## src/verilog/wit_cfg.svh

```systemverilog
// constants for the watchdog interval timer: addresses, keys, fields, resets, counts
`ifndef WIT_CFG_SVH
`define WIT_CFG_SVH
// ************************************************************
// register addresses and write keys
// ************************************************************
`define WIT_CNT_ADDR 32'hFFFFFF84
`define WIT_CSR_ADDR 32'hFFFFFF86
`define WIT_CNT_KEY 8'h5A
`define WIT_CSR_KEY 8'hA5
// ************************************************************
// control/status field positions
// ************************************************************
`define WIT_TME_BIT 7
`define WIT_MODE_BIT 6
`define WIT_RESET_KIND_SELECT_BIT 5
`define WIT_WATCHDOG_OVERFLOW_FLAG_BIT 4
`define WIT_INTERVAL_OVERFLOW_FLAG_BIT 3
`define WIT_CKS_MSB 2
`define WIT_CKS_LSB 0
// ************************************************************
// reset values and counter marks
// ************************************************************
`define WIT_CNT_RST 8'h00
`define WIT_CSR_RST 8'h00
`define WIT_CNT_MAX 8'hFF
`define WIT_REENTER_CNT 8'h80
`define WIT_MAN_RST_CYCLES 3'h5
`define WIT_PRE_RST 12'h000
`endif

```

## src/verilog/wit_pkg.sv

```systemverilog
// types shared by the watchdog interval timer
package wit_pkg;
	// access size of a bus transfer
	typedef enum logic [1:0] {
		WIT_SZ_BYTE,
		WIT_SZ_WORD,
		WIT_SZ_LONG
	} wit_size_t;
	// one register access; a word write carries key in [15:8], data in [7:0]
	typedef struct packed {
		logic sel;
		logic wr;
		wit_size_t size;
		logic [31:0] addr;
		logic [31:0] wdata;
	} wit_bus_req_t;
	// events from clock generator and standby control
	typedef struct packed {
		logic standby_enter;
		logic wake_event;
		logic standby_select_bit;
		logic pll_change;
		logic ratio_extra_tick;
	} wit_sys_in_t;
	// operating phase of the counter
	typedef enum logic [2:0] {
		WIT_ST_NORMAL,
		WIT_ST_STANDBY_SELECT_BIT,
		WIT_ST_WAKE,
		WIT_ST_POST,
		WIT_ST_FREQ,
		WIT_ST_FTAIL
	} wit_state_t;
	// whole state of the timer
	typedef struct packed {
		wit_state_t st;
		logic [7:0] cnt;
		logic [7:0] csr;
		logic [11:0] pre;
		logic rout_b;
		logic por_hold;
		logic [2:0] man_cnt;
		logic por_req;
		logic man_req;
		logic irq;
		logic resume;
		logic reenter;
		logic [7:0] rdata;
	} wit_regs_t;
endpackage

```

## src/verilog/wit_timer.sv

```systemverilog
// watchdog / interval timer with keyed registers and settling-time counting
`timescale 1ns/10ps
`include "wit_cfg.svh"

module wit_timer (
	input wire logic clk_sys,
	input wire logic rst_b,
	input wit_pkg::wit_bus_req_t bus_req,
	output logic [7:0] bus_rdata,
	input wit_pkg::wit_sys_in_t sys_in,
	output logic reset_output_pin_b,
	output logic por_req,
	output logic manual_req,
	output logic interval_irq,
	output logic clock_resume,
	output logic standby_reenter
);
	// ************************************************************
	// helpers
	// ************************************************************
	// prescaler mask per clock select; tick when masked bits are all ones
	function automatic logic [11:0] div_mask(input logic [2:0] cks);
		unique case (cks)
			3'h0: div_mask = 12'h000;
			3'h1: div_mask = 12'h003;
			3'h2: div_mask = 12'h00F;
			3'h3: div_mask = 12'h01F;
			3'h4: div_mask = 12'h03F;
			3'h5: div_mask = 12'h0FF;
			3'h6: div_mask = 12'h3FF;
			3'h7: div_mask = 12'hFFF;
		endcase
	endfunction

	// reset image of the whole state
	localparam wit_pkg::wit_regs_t RST_VAL = '{
		st: wit_pkg::WIT_ST_NORMAL,
		cnt: `WIT_CNT_RST,
		csr: `WIT_CSR_RST,
		pre: `WIT_PRE_RST,
		rout_b: 1'b1,
		por_hold: 1'b0,
		man_cnt: 3'h0,
		por_req: 1'b0,
		man_req: 1'b0,
		irq: 1'b0,
		resume: 1'b0,
		reenter: 1'b0,
		rdata: 8'h00
	};

	wit_pkg::wit_regs_t s_r; // registered state
	wit_pkg::wit_regs_t s_nxt; // next state

	// ************************************************************
	// access decode
	// ************************************************************
	logic word_wr; // word-sized write strobe
	logic cnt_wr; // keyed counter write
	logic csr_wr; // keyed control/status write
	logic byte_rd; // byte-sized read strobe
	logic tick; // count clock tick
	logic timer_run; // timer run bit
	logic wd_mode; // watchdog mode selected
	logic settle; // counting for clock settling
	logic count_en; // counter advances this cycle
	logic ovf; // wrap ff to 00 this cycle
	logic ovf_norm; // overflow in normal operation
	logic ovf_settle; // overflow ending a settling period

	assign word_wr = bus_req.sel && bus_req.wr && (bus_req.size == wit_pkg::WIT_SZ_WORD);
	// key in the upper byte gates the store; other sizes fall through
	assign cnt_wr = word_wr && (bus_req.addr == `WIT_CNT_ADDR)
		&& (bus_req.wdata[15:8] == `WIT_CNT_KEY);
	assign csr_wr = word_wr && (bus_req.addr == `WIT_CSR_ADDR)
		&& (bus_req.wdata[15:8] == `WIT_CSR_KEY);
	assign byte_rd = bus_req.sel && !bus_req.wr && (bus_req.size == wit_pkg::WIT_SZ_BYTE);

	assign timer_run = s_r.csr[`WIT_TME_BIT];
	assign wd_mode = s_r.csr[`WIT_MODE_BIT];
	// selected division of the peripheral clock
	assign tick = ((s_r.pre & div_mask(s_r.csr[`WIT_CKS_MSB:`WIT_CKS_LSB]))
		== div_mask(s_r.csr[`WIT_CKS_MSB:`WIT_CKS_LSB]));
	// settling phases count regardless of the run bit; plain standby does not
	assign settle = (s_r.st == wit_pkg::WIT_ST_WAKE) || (s_r.st == wit_pkg::WIT_ST_POST)
		|| (s_r.st == wit_pkg::WIT_ST_FREQ) || (s_r.st == wit_pkg::WIT_ST_FTAIL);
	// run bit gates normal counting
	assign count_en = tick && ((s_r.st == wit_pkg::WIT_ST_NORMAL) ? timer_run : settle);
	// wrap detection
	assign ovf = count_en && (s_r.cnt == `WIT_CNT_MAX);
	assign ovf_norm = ovf && (s_r.st == wit_pkg::WIT_ST_NORMAL);
	// only the two settling phases resume the clock; a wrap after resume is not one
	assign ovf_settle = ovf && ((s_r.st == wit_pkg::WIT_ST_WAKE)
		|| (s_r.st == wit_pkg::WIT_ST_FREQ));

	// ************************************************************
	// next state
	// ************************************************************
	always_comb begin
		s_nxt = s_r;
		// prescaler runs free so the tick phase never depends on software
		s_nxt.pre = s_r.pre + 12'h001;
		// event outputs are single-cycle
		s_nxt.por_req = 1'b0;
		s_nxt.man_req = 1'b0;
		s_nxt.irq = 1'b0;
		s_nxt.resume = 1'b0;
		s_nxt.reenter = 1'b0;

		// counter advance; wraps to 00 and keeps counting
		if (count_en) begin
			s_nxt.cnt = s_r.cnt + 8'h01;
		end
		// software write wins over a same-cycle tick
		if (cnt_wr) begin
			s_nxt.cnt = bus_req.wdata[7:0];
		end
		// keyed store of control/status
		if (csr_wr) begin
			s_nxt.csr = bus_req.wdata[7:0];
		end

		// normal overflow: flag of active mode, set wins over write
		if (ovf_norm) begin
			if (wd_mode) begin
				s_nxt.csr[`WIT_WATCHDOG_OVERFLOW_FLAG_BIT] = 1'b1;
				// reset kind from bit 5
				if (s_r.csr[`WIT_RESET_KIND_SELECT_BIT]) begin
					s_nxt.man_req = 1'b1;
					s_nxt.man_cnt = `WIT_MAN_RST_CYCLES;
				end else begin
					s_nxt.por_req = 1'b1;
					s_nxt.por_hold = 1'b1;
				end
			end else begin
				s_nxt.csr[`WIT_INTERVAL_OVERFLOW_FLAG_BIT] = 1'b1;
				s_nxt.irq = 1'b1;
			end
		end

		// reset output pulse lengths
		if (s_r.por_hold && tick && !ovf_norm) begin
			// power-on pulse ends at the next count tick
			s_nxt.por_hold = 1'b0;
		end
		if (s_r.man_cnt != 3'h0 && !ovf_norm) begin
			s_nxt.man_cnt = s_r.man_cnt - 3'h1;
		end
		// pin follows the next-state holds so it falls together with the request
		s_nxt.rout_b = !(s_nxt.por_hold || (s_nxt.man_cnt != 3'h0));

		// standby and frequency-change phases
		unique case (s_r.st)
			wit_pkg::WIT_ST_NORMAL: begin
				// pll change wins if both arrive; the clock stops either way
				if (sys_in.pll_change) begin
					s_nxt.st = wit_pkg::WIT_ST_FREQ;
				end else if (sys_in.standby_enter) begin
					s_nxt.st = wit_pkg::WIT_ST_STANDBY_SELECT_BIT;
				end
			end
			wit_pkg::WIT_ST_STANDBY_SELECT_BIT: begin
				// only an nmi edge or interrupt starts settling
				if (sys_in.wake_event) begin
					s_nxt.st = wit_pkg::WIT_ST_WAKE;
				end
			end
			wit_pkg::WIT_ST_WAKE: begin
				// resume clock, no flag, csr kept
				if (ovf_settle) begin
					s_nxt.resume = 1'b1;
					s_nxt.st = wit_pkg::WIT_ST_POST;
				end
			end
			wit_pkg::WIT_ST_POST: begin
				// handler clears standby select to stop; else reenter at 80
				if (!sys_in.standby_select_bit) begin
					s_nxt.st = wit_pkg::WIT_ST_NORMAL;
				end else if (s_nxt.cnt == `WIT_REENTER_CNT && count_en) begin
					s_nxt.reenter = 1'b1;
					s_nxt.st = wit_pkg::WIT_ST_STANDBY_SELECT_BIT;
				end
			end
			wit_pkg::WIT_ST_FREQ: begin
				// clock resumes, flag untouched
				if (ovf_settle) begin
					s_nxt.resume = 1'b1;
					// ratio decides a stop at 00 or 01
					s_nxt.st = sys_in.ratio_extra_tick ? wit_pkg::WIT_ST_FTAIL
						: wit_pkg::WIT_ST_NORMAL;
				end
			end
			wit_pkg::WIT_ST_FTAIL: begin
				// one more tick carries 00 to 01, then stop
				if (count_en) begin
					s_nxt.st = wit_pkg::WIT_ST_NORMAL;
				end
			end
			default: begin
				// unused codes fall back to normal operation
				s_nxt.st = wit_pkg::WIT_ST_NORMAL;
			end
		endcase

		// byte read answers with current contents, unmapped reads zero
		if (byte_rd) begin
			if (bus_req.addr == `WIT_CNT_ADDR) begin
				s_nxt.rdata = s_r.cnt;
			end else if (bus_req.addr == `WIT_CSR_ADDR) begin
				s_nxt.rdata = s_r.csr;
			end else begin
				s_nxt.rdata = 8'h00;
			end
		end
	end

	// ************************************************************
	// state register
	// ************************************************************
	// rst_b is the power-on pin; nothing else clears cnt or csr
	always_ff @(posedge clk_sys) begin
		if (!rst_b) begin
			s_r <= RST_VAL;
		end else begin
			s_r <= s_nxt;
		end
	end

	// ************************************************************
	// outputs
	// ************************************************************
	assign bus_rdata = s_r.rdata;
	assign reset_output_pin_b = s_r.rout_b;
	assign por_req = s_r.por_req;
	assign manual_req = s_r.man_req;
	assign interval_irq = s_r.irq;
	assign clock_resume = s_r.resume;
	assign standby_reenter = s_r.reenter;
endmodule // wit_timer

```

## config.mk

```make
export PLATFORM = sky130hd
export DESIGN_NAME = wit_timer
export DESIGN_NICKNAME = d
export VERILOG_FILES = /design/src/verilog/wit_pkg.sv /design/src/verilog/wit_timer.sv
export VERILOG_INCLUDE_DIRS = /design/src /design/src/verilog
export SDC_FILE = /design/constraint.sdc
export NUM_CORES = 1
export LEC_CHECK = 0
export BUFFER_PORTS_ARGS = -buffer_cell sky130_fd_sc_hd__buf_2
export CAP_MARGIN = 40
export CORE_ASPECT_RATIO = 1.2
export CORE_UTILIZATION = 45
export CTS_CLUSTER_SIZE = 20
export DETAILED_ROUTE_END_ITERATION = 8
export PLACE_DENSITY = 0.72
export SKIP_CTS_REPAIR_TIMING = 1
export SYNTH_ARGS = -nofsm -noshare
export SYNTH_HDL_FRONTEND = slang
export SYNTH_SLANG_ARGS = --single-unit
```

## constraint.sdc

```tcl
create_clock -name clk_sys -period 2.3 [get_ports clk_sys]
set_input_delay 0.115 -clock clk_sys [delete_from_list [all_inputs] [get_ports clk_sys]]
set_output_delay 0.115 -clock clk_sys [all_outputs]
set_load 0.01 [all_outputs]
```

Word level (Yosys, flattened, before mapping)
Memories as Yosys holds them, arrays and structs flattened. A register that Yosys moved wholly into a read port is not among the register bits.
Cells that the tools add are included.
{ "totals": {"ff_bits": 49, "romBits": 192, "output_inout_bits": 14, "wordCells": 107, "n_memories": 2} }
{ "memory_table": {"columns": ["name", "depth", "width", "rd", "rd_ports_with_merged_regs", "write_ports", "line", "source"], "rows": [
  ["(no name shown)", 8, 12, 1, 1, 0, "wit_timer.sv:23", "unique case (cks)"],
  ["(no name shown)", 8, 12, 1, 1, 0, "wit_timer.sv:23", null]
]} }
{ "op_classes": {"addsub": 3, "eq_ne": 19, "muxes": 34, "bitwise": 1, "n_reduce_logical": 34} }
{ "op_table": {"columns": ["op", "count"], "rows": [
  ["== test 32 bit (second input constant)", 2],
  ["two-way mux 3 bit", 15],
  ["two-way mux 8 bit", 4],
  ["== test 8 bit (second input constant)", 3],
  ["one-hot mux 3 bit (6 select lines)", 1],
  ["logical AND 1 bit", 16],
  ["adder 12 x 1 -> 12 bit (second input constant)", 1],
  ["bitwise AND 12 bit", 1],
  ["== test 12 bit", 1],
  ["two-way mux 1 bit", 10],
  ["adder 8 x 1 -> 8 bit (second input constant)", 1],
  ["== test 8 x 7 -> 1 bit (second input constant)", 1],
  ["!= test 2 bit (second input constant)", 4],
  ["two-way mux 7 bit", 1],
  ["== test 3 x 2 -> 1 bit (second input constant)", 2],
  ["== test 3 bit (second input constant)", 2],
  ["two-way mux 6 bit", 1],
  ["AND reduction 3 bit", 2],
  ["AND reduction 6 bit", 1],
  ["nonzero test 3 bit", 2],
  ["logical OR 1 bit", 5],
  ["two-way mux 5 bit", 1],
  ["AND reduction 2 bit", 2],
  ["== test 3 x 1 -> 1 bit (second input constant)", 1],
  ["9 further kinds", 11]
]} }

Depth between registers and ports, before layout
Gate-level depths: netlist (run 1).
{ "logic_depth": {"depth_word": 14, "mapped_depth": 10, "ltp_nobuf": 8} }

Worst setup path after synthesis (run 1)
Ideal clock, no wire load.
{ "synth_path": {"kind": "register -> register", "start": "register s_r[22] (netlist name)", "end": "register s_r[47] (netlist name)", "setup_time_ps": 125, "arrival_time_ps": 1939, "t_required_ps": 2175, "setup_slack_ps": 236, "path_stages_with_launch": 9, "n_path_buf": 0, "synth_period_minus_slack_ps": 2064, "path_cell_list": "dfxtp_1 -> inv_1 -> a222oi_1 -> nand3_1 -> nor2_1 -> mux2i_1 -> a31oi_1 -> a211oi_2 -> o21ai_0"} }
{ "synth_between": {"elab_chain_cells": 9} }
{ "synth_lines": {"columns": ["item", "line", "source"], "rows": [
  ["start, declared", "wit_timer.sv:52", "wit_pkg::wit_regs_t s_r;"],
  ["start signal, assigned", "wit_timer.sv:225", "s_r <= s_nxt;"],
  ["bitwise AND 12 bit (*)", "wit_timer.sv:82", "assign tick = ((s_r.pre & div_mask(s_r.csr[`WIT_CKS_MSB:`WIT_CKS_LSB]))"],
  ["== test 12 bit (*)", "wit_timer.sv:82", null],
  ["logical AND 1 bit (*)", "wit_timer.sv:88", "assign count_en = tick && ((s_r.st == wit_pkg::WIT_ST_NORMAL) ? timer_run : settle);"],
  ["two-way mux 8 bit", "wit_timer.sv:111", "if (count_en) begin"],
  ["two-way mux 8 bit", "wit_timer.sv:115", "if (cnt_wr) begin"],
  ["== test 8 bit (no line)", null, null],
  ["logical AND 1 bit", "wit_timer.sv:179", "end else if (s_nxt.cnt == `WIT_REENTER_CNT && count_en) begin"],
  ["!= test 3 x 2 -> 1 bit (no line)", null, null],
  ["AND reduction 6 bit (no line) (*)", null, null]
]} }
Every way passes the cells marked *; elsewhere a longest branch is shown, timed or not.
A chain may end at the register's enable or synchronous reset.

Worst setup path after layout (run 1)
{ "layout_path": {"start": "register s_r[22] (netlist name)", "end": "register s_r, in the netlist standby_reenter"} }
{ "layout_between": {"elab_chain_cells": 8} }
{ "layout_lines": {"columns": ["item", "line"], "rows": [
  ["bitwise AND 12 bit (*)", "wit_timer.sv:82"],
  ["== test 12 bit (*)", "wit_timer.sv:82"],
  ["logical AND 1 bit (*)", "wit_timer.sv:88"],
  ["two-way mux 8 bit", "wit_timer.sv:111"],
  ["two-way mux 8 bit", "wit_timer.sv:115"],
  ["== test 8 bit (no line)", null],
  ["logical AND 1 bit (*)", "wit_timer.sv:179"],
  ["two-way mux 1 bit (*)", "wit_timer.sv:179"]
]} }
Marks and branches as above.

==> results of run 1 <==
worst max-delay path, cell delays in order, from the launching register on:
cell and delay (ns):
dfxtp_2 0.34, inv_1 0.05, a222oi_1 0.40, nand3_1 0.12, buf_4 0.18, or2_2 0.35
a211oi_2 0.16, o211ai_1 0.12, a211oi_2 0.27, and3_1 0.18
power by group through the flow:
stage | Sequential (uW) | Clock, uW | Combinational [uW]
floorplan | 1100 | 0 | 433
global placement | 1100 | 0 | 632
detailed placement | 1100 | 0 | 649
CTS | 1080 | 680 | 651
global route | 1090 | 718 | 738
finish | 1080 | 663 | 669
path summary, 6_finish.rpt:
kind	startpoint	end	depth (start not counted)
worst max-delay path	s_r[22]	standby_reenter	9
worst min-delay path	bus_req[7]	s_r[37]	3
worst max register to register	s_r[22]	standby_reenter	9
worst min register to register	s_r[23]	s_r[23]	2
cell usage after synthesis, drive strengths merged (3+ instances only):
cell type | count | area share
dfxtp | 56 | 0.39
nor2 | 45 | 0.059
nand2 | 19 | 0.026
a21oi | 18 | 0.032
buf | 18 | 0.040
mux2i | 18 | 0.063
nand3 | 17 | 0.030
nor3 | 15 | 0.028
inv | 13 | 0.017
o21ai | 10 | 0.018
xnor2 | 9 | 0.028
a211oi | 8 | 0.023
xor2 | 7 | 0.022
and3 | 6 | 0.013
clkbuf | 6 | 0.0079
or3 | 6 | 0.013
nand4 | 5 | 0.011
nor4 | 5 | 0.016
ha | 4 | 0.018
a21o | 3 | 0.0079
a22oi | 3 | 0.0079
and2 | 3 | 0.0066
and4 | 3 | 0.0093
nand4b | 3 | 0.0093
or2 | 3 | 0.0066
layer usage:
| layer | vias to the layer above | global-route usage | share of wire |
|---|---|---|---|
| met5 | - | 0 | 0 |
| met4 | 0 | 0.0789 | 0.019 |
| met3 | 8 | 0.0451 | 0.039 |
| met2 | 57 | 0.368 | 0.52 |
| met1 | 1236 | 0.249 | 0.43 |
| li1 | 1340 | - | - |
through the flow:
stage	hold slack, ns	setup slack (ns)	power (uW)	cell area [um^2]	TNS [ns]
floorplan	0.259	0.236	1530	2840	0
global placement	0.397	0.0788	1730	3350	0
detailed placement	0.402	0.0425	1750	3350	0
CTS	0.0755	0.0617	2410	3470	0
global route	0.0962	-0.0201	2540	3510	-0.0295
finish	0.0825	0.101	2410	3510	0
logic make-up after synthesis:
| family | share of synthesized area |
|---|---|
| multiplexers | 0.0635 |
| AO/OA/AOI/OAI | 0.145 |
| flip-flops | 0.395 |
| XOR/XNOR | 0.0494 |
| adder cells (fa/ha/maj) | 0.0176 |
| AND/OR/NAND/NOR | 0.265 |
| buffers and inverters | 0.0652 |
cell type report:
| type | count | share of cell area |
|---|---|---|
| Multi-Input combinational cell | 238 | 0.442 |
| Timing Repair Buffer | 99 | 0.160 |
| Tap cell | 82 | 0.0292 |
| Clock inverter | 2 | 0.0110 |
| Inverter | 13 | 0.0139 |
| Sequential cell | 56 | 0.320 |
| Clock buffer | 6 | 0.0235 |
==> out/metrics.cfg, run 1 <==
[outcome]
outcome = finished, final reports clean

[die]
rows = 31
die_y_um = 89.0
dieArea_mm2 = 0.00663
die_w_um = 74.5
boundaryPins = 89
design.core.area_mm2 = 0.00605
start_util = 0.469

[power]
combPwrFrac = 0.278
netSwitchingPower_uw = 701
leakagePower_uw = 0.00150
p_per_area_mw_per_mm2 = 686
seq_power_share = 0.447
p_int_uw = 1710
p_sw_frac = 0.291
ir_drop_mv = 0.405
p_clk_frac = 0.275

[sta]
rsz0062_at_grt = true
relSlewSlack = 0.712
tightest_slew_ns = 0.429
finalWorstPathRequiredPeriod_ns = 2.20
slew_viol_final = 0
max_freq_mhz = 455
hold_viol = 0
min_period_over_period = 0.956
fin_worst_skew_ns = 0.00730
setup_viol = 0

[finish]
drive_gt1_frac = 0.300
multi_input_comb_area_mm2 = 0.00155
area_growth_pct = 23.8
finalNonFillerCells = 496
post-route-util = 0.581
fillers = 564
nets = 492
layout_commonest_cell = buf_2
final_cell_mix = buf_2 (72), dfxtp_1 (53), nor2_1 (45)
num_antenna_cells = 0
regArea_mm2 = 0.00112

[route]
via_per_inst = 5.32
ant_nets = 0
drc = 0
num_vias = 2641
drt_iter0_markers = 84
wl_per_cell_um = 13.3
drt-pass1-iter-count = 6
wirelength_mm = 6.62

[cts]
root_buffer = clkbuf_8
cts_buffers = 5
cts.clk_slew.worst_paths_ns = 0.10
cts_tree = done
clk_latency_ns = 0.31
cts_sinks = 56
htreeDepth = 2
clockBufferDepth = 2

[synth]
synth-edff-count = 0
synth-seq-area-share = 0.395
syn_area_per_cell_um2 = 8.58
synth_nets = 410
async_flop_share = 0
synth_area_mm2 = 0.00284
ys_warn_count = 0
synth_flop_cell = dfxtp_1
synthCells = 331
ys_ff_latch = 56
ys_types = 56

[placement]
dp.cells = 485
portBuffers = 72
post-dp-hpwl_mm = 5.12
routabilityCongestion = 0.839

[grt]
antenna_found_initial = 0
grt.total_usage = 0.210
grt_pass1_wl_mm = 10.8
first_global_vias = 2433
grt-ovfl-total = 0
grt_max_degree = 42

[worst_setup_path]
worst_setup_path_start_kind = register
crit_type = reg -> reg
worst-path-max-fanout = 6
worstPathArrival_ns = 2.46
end_kind = register
worstPathRequired_ns = 2.56
r2r_setup_slack_ns = 0.10

[run]
cap_violations = 0

[hold_path]
hold_path_class = in -> reg

Power figures use the tool's default switching activity.
==> inputs of run 2 (changes only) <==
--- a/config.mk
+++ b/config.mk
@@ -6,13 +6,14 @@
 export SDC_FILE = /design/constraint.sdc
 export NUM_CORES = 1
 export LEC_CHECK = 0
+export ABC_AREA = 1
 export BUFFER_PORTS_ARGS = -buffer_cell sky130_fd_sc_hd__buf_2
 export CAP_MARGIN = 40
 export CORE_ASPECT_RATIO = 1.2
 export CORE_UTILIZATION = 45
 export CTS_CLUSTER_SIZE = 20
 export DETAILED_ROUTE_END_ITERATION = 8
-export PLACE_DENSITY = 0.72
+export PLACE_DENSITY = 0.7
 export SKIP_CTS_REPAIR_TIMING = 1
 export SYNTH_ARGS = -nofsm -noshare
 export SYNTH_HDL_FRONTEND = slang
==> out/metrics.cfg, run 2 <==
[finish]
final_cell_mix = nand2_1 (111), inv_1 (72), buf_2 (72)
final_area_mm2 = 0.00372
nets = 625
layout_commonest_cell = nand2_1
area_growth_pct = 15.3
post-route-util = 0.540
drive_gt1_frac = 0.210
num_antenna_cells = 0

[synth]
syn_area_per_cell_um2 = 6.74
ys_ff_latch = 56
synthCells = 479
synth.most_common_cell = nand2_1
async_flop_share = 0
synth_area_leaders = dfxtp_1 (35%), nand2_1 (13%), inv_1 (8.4%), nor2_1 (7.4%), nand3_1 (4.5%)
ys_types = 41
synth_area_mm2 = 0.00323
synth_flop_cell = dfxtp_1
synth-edff-count = 0
yosys-top-cells-count = nand2_1 (111), inv_1 (72), nor2_1 (64)
yosysTopAreaCellShare = 0.347
ys_warn_count = 0
synthDominantAreaCellType = dfxtp_1
synth_nets = 558
synth-seq-area-share = 0.347

[worst_setup_path]
cp_slowest_stage_delay_ns = 0.42
timing.rr.end = reset_output_pin_b
worst_setup_path_start_kind = register
crit_type = reg -> reg
end_kind = register
worst-path-max-fanout = 5
crit_end = reset_output_pin_b
slowest_stage = dfxtp_1
worstPathArrival_ns = 2.23
path_cells = ha_1, nand3_1, nor2_1, nand3_1, nor3_4, nor2_1, inv_2, nand3_1, o21ai_1, nor2_1, o211ai_1, nand2_1
cp-startpoint = s_r[39]
rr_worst_depth = 12
regToRegStartpoint = s_r[39]
worstPathRequired_ns = 2.52
r2r_setup_slack_ns = 0.29

[cts]
cts_sinks = 56
clockBufferDepth = 2
cts.clk_slew.worst_paths_ns = 0.11
htreeDepth = 2
root_buffer = clkbuf_8
cts_tree = done
cts_buffers = 5
clk_latency_ns = 0.32

[placement]
place_ws_ns = 0.312
portBuffers = 72
post-dp-hpwl_mm = 5.76
placed_cell_area_mm2 = 0.00362
routabilityCongestion = 0.884

[power]
leakagePower_uw = 0.00174
ir_drop_mv = 0.455
power.total_uw = 2560
p_per_area_mw_per_mm2 = 689

[sta]
tightest_slew_ns = 0.558
relSlewSlack = 0.626
hold_viol = 0
max_freq_mhz = 497
min_period_over_period = 0.874
fin_worst_skew_ns = 0.00665
finalWorstPathRequiredPeriod_ns = 2.01
rsz0062_at_grt = false
slew_viol_final = 0
setup_viol = 0
fin_ws_ns = 0.289
fin_tns_setup_ns = 0

[die]
design.core.area_mm2 = 0.00690
die_w_um = 79.3
start_util = 0.468
rows = 33
dieArea_mm2 = 0.00752
boundaryPins = 89
die_y_um = 94.8

[grt]
first_global_vias = 2968
grt-ovfl-total = 0
grt_pass1_wl_mm = 12.6
grt_max_degree = 32
grt.total_usage = 0.212
antenna_found_initial = 0

[route]
via_per_inst = 4.98
drt-pass1-iter-count = 4
ant_nets = 0
wl_per_cell_um = 11.5
drc = 0
wirelength_mm = 7.28
drt_iter0_markers = 167
num_vias = 3159

[run]
cap_violations = 0

[outcome]
outcome = finished, final reports clean

[hold_path]
hold_path_class = in -> reg

==> run 2: cell types whose count changed in the layout (fill, tap and decap cells not counted), sizes merged, moves of 7 or more <==
cell / before / now
mux2i: 18 / 0
o21ai: 10 / 22
a211oi: 8 / 1
xnor2: 9 / 0
nand2: 19 / 122
nor2: 45 / 70
o211ai: 1 / 12
nand3: 17 / 34
inv: 13 / 77
buf: 99 / 75
==> run 2: layer usage <==
layer	wire (um)	vias up	track usage
met5	0	-	0
met4	167	0	0.0864
met3	403	13	0.0415
met2	3580	90	0.385
met1	3120	1391	0.241
li1	-	1665	-
==> run 2: kinds of logic after synthesis <==
kind of cell | count (synthesis) | synth area share
xor gates and xnor gates | 4 | 0.0108
DFF | 56 | 0.347
buffers and inverters | 91 | 0.122
AOI/OAI and AO/OA | 67 | 0.130
and+or+nand+nor | 257 | 0.375
adders and majority gates | 4 | 0.0155
==> run 2: area by class of cell <==
class                   count  area (um^2)
repair buffers             75          383
well taps                  87          109
fillers                   686         3170
clock buffers               5         68.8
clock inverters             3         28.8
inverters                  76          290
flip-flops and latches     56         1120
multi-input cells         332         1720
==> run 2: worst min-delay path by stage <==
stage | start | endpoint | slack, ns | cells after the start
2_1_floorplan | bus_req[3] | s_r[33] | 0.26 | 2
3_3_place_gp | bus_req[4] | s_r[34] | 0.39 | 3
3_5_place_dp | bus_req[4] | s_r[34] | 0.40 | 3
4_1_cts | bus_req[4] | s_r[34] | 0.07 | 3
5_1_grt | bus_req[4] | s_r[34] | 0.09 | 3
6_report | bus_req[4] | s_r[34] | 0.08 | 3
==> run 2: critical path: cells and delay by family, from the launching register on <==
family	cells	cell delay (ns)
buf+inv	1	0.09
compound gates	2	0.18
flops	1	0.42
fa+ha+maj	1	0.24
simple gates	8	0.99
==> run 2: metrics by stage <==
stage	hold slack, ns	instances
global route	0.0902	634
CTS	0.0661	634
global placement	0.389	626
detailed placement	0.401	626
finish	0.0843	634
floorplan	0.261	479
==> run 2: power breakdown <==
group          total (uW)  internal (uW)  switching [uW]
combinational         858            331             528
clock                 591            231             360
sequential           1110           1050            69.0
==> inputs of run 3 (changes only) <==
--- a/config.mk
+++ b/config.mk
@@ -13,7 +13,7 @@
 export CORE_UTILIZATION = 45
 export CTS_CLUSTER_SIZE = 20
 export DETAILED_ROUTE_END_ITERATION = 8
-export PLACE_DENSITY = 0.7
+export PLACE_DENSITY = 0.74
 export SKIP_CTS_REPAIR_TIMING = 1
 export SYNTH_ARGS = -nofsm -noshare
 export SYNTH_HDL_FRONTEND = slang
==> out/metrics.cfg, run 3 (same netlist as run 2, synthesis figures left out) <==
[worst_setup_path]
cp_slowest_stage_delay_ns = 0.34
path_cells = nand2_1, and2_2, nor2_4, nand3_4, nand2_1, nand3_1, nand2_1, nand3_1, nor2_1, nand2_1, nand2_2, nand3_1, nand2_1, nor2_1
worstPathArrival_ns = 2.24
worstPathRequired_ns = 2.52
crit_type = reg -> reg
end_kind = register
timing.rr.end = s_r[47]
crit_cells = 14
cpMostUsedCell = nand2_1
rr_worst_depth = 14
critPathBufInv = 0
r2r_setup_slack_ns = 0.28
regToRegStartpoint = s_r[29]
worst-path-max-fanout = 9
slowest_stage = dfxtp_1
worst_setup_path_start_kind = register
crit_family = simple AND/OR/NAND/NOR gates

[placement]
routabilityCongestion = 0.914
post-dp-hpwl_mm = 5.73
portBuffers = 72

[cts]
cts_tree = done
cts_sinks = 56
clk_latency_ns = 0.31
cts_buffers = 5
root_buffer = clkbuf_8
cts.clk_slew.worst_paths_ns = 0.11
clockBufferDepth = 2
htreeDepth = 2

[hold_path]
min_to = s_r[33]
min_from = bus_req[3]
whs_path_depth = 3
hold_path_class = in -> reg

[power]
ir_drop_mv = 0.379
p_per_area_mw_per_mm2 = 686
leakagePower_uw = 0.00174

[die]
die_y_um = 94.8
boundaryPins = 89
die_w_um = 79.3
start_util = 0.468
dieArea_mm2 = 0.00752
rows = 33
design.core.area_mm2 = 0.00690

[sta]
setup_viol = 0
min_period_over_period = 0.877
max_freq_mhz = 496
slew_viol_final = 0
rsz0062_at_grt = false
tightest_slew_ns = 0.596
fin_worst_skew_ns = 0.00731
finalWorstPathRequiredPeriod_ns = 2.02
fin_tns_setup_ns = 0
hold_viol = 0
relSlewSlack = 0.600

[route]
drt-pass1-iter-count = 4
drc = 0
drt_iter0_markers = 152
wirelength_mm = 7.19
num_vias = 3173
wl_per_cell_um = 11.3
ant_nets = 0
via_per_inst = 5.00

[grt]
grt.total_usage = 0.211
first_global_vias = 3048
grt-ovfl-total = 0
grt_pass1_wl_mm = 12.6
grt_max_degree = 32
antenna_found_initial = 0

[finish]
post-route-util = 0.540
final_cell_mix = nand2_1 (111), inv_1 (72), buf_2 (72)
fillers = 669
nets = 625
layout_commonest_cell = nand2_1
num_antenna_cells = 0
drive_gt1_frac = 0.212
area_growth_pct = 15.3

[outcome]
outcome = finished, final reports clean

[run]
cap_violations = 0

## run 3: changes by cell type in the layout (fill, tap and decap cells not counted)
cell    previous run  this run
nor2_1            64        63
nor2_2             4         5
## run 3: cell type report
class                   instances  area [um^2]  share of cell area
multi-input cells             332         1720               0.463
flip-flops and latches         56         1120               0.301
repair buffers                 75          383               0.103
inverters                      76          290              0.0779
well taps                      87          109              0.0292
clock buffers                   5         68.8              0.0185
clock inverters                 3         28.8             0.00773
## run 3: worst max path at each step
stage	to	from	slack, ns
finish	s_r[47]	s_r[29]	0.28
global placement	reset_output_pin_b	s_r[38]	0.31
detailed placement	reset_output_pin_b	s_r[38]	0.26
floorplan	reset_output_pin_b	s_r[38]	0.57
CTS	reset_output_pin_b	s_r[38]	0.25
global route	reset_output_pin_b	s_r[38]	0.007
## run 3: stage by stage
step	total power (uW)	hold WS (ns)	std cells	area [um^2]	setup slack [ns]
finish	2560	0.0931	634	3720	0.283
global route	2760	0.0913	634	3720	0.00750
CTS	2580	0.0724	634	3720	0.246
detailed placement	1990	0.397	626	3620	0.264
global placement	1960	0.392	626	3620	0.311
floorplan	1780	0.261	479	3230	0.570
## run 3: power by group
part / leakage, uW / internal (uW) / switching (uW)
Sequential: 0.000455 / 1050 / 69.5
Combinational: 0.00123 / 330 / 526
Clock: 0.0000511 / 231 / 355
## run 3: routing by layer
metal | global-route usage | vias to the layer above | routed length [um]
li1 | - | 1661 | -
met1 | 0.238 | 1405 | 3240
met2 | 0.392 | 90 | 3470
met3 | 0.0425 | 17 | 315
met4 | 0.0712 | 0 | 159
met5 | 0 | - | 0
## run 3: worst min-delay path, cell delays in order
cell and delay, ns:
buf_2 0.10, o21ai_0 0.09, o21ai_0 0.07
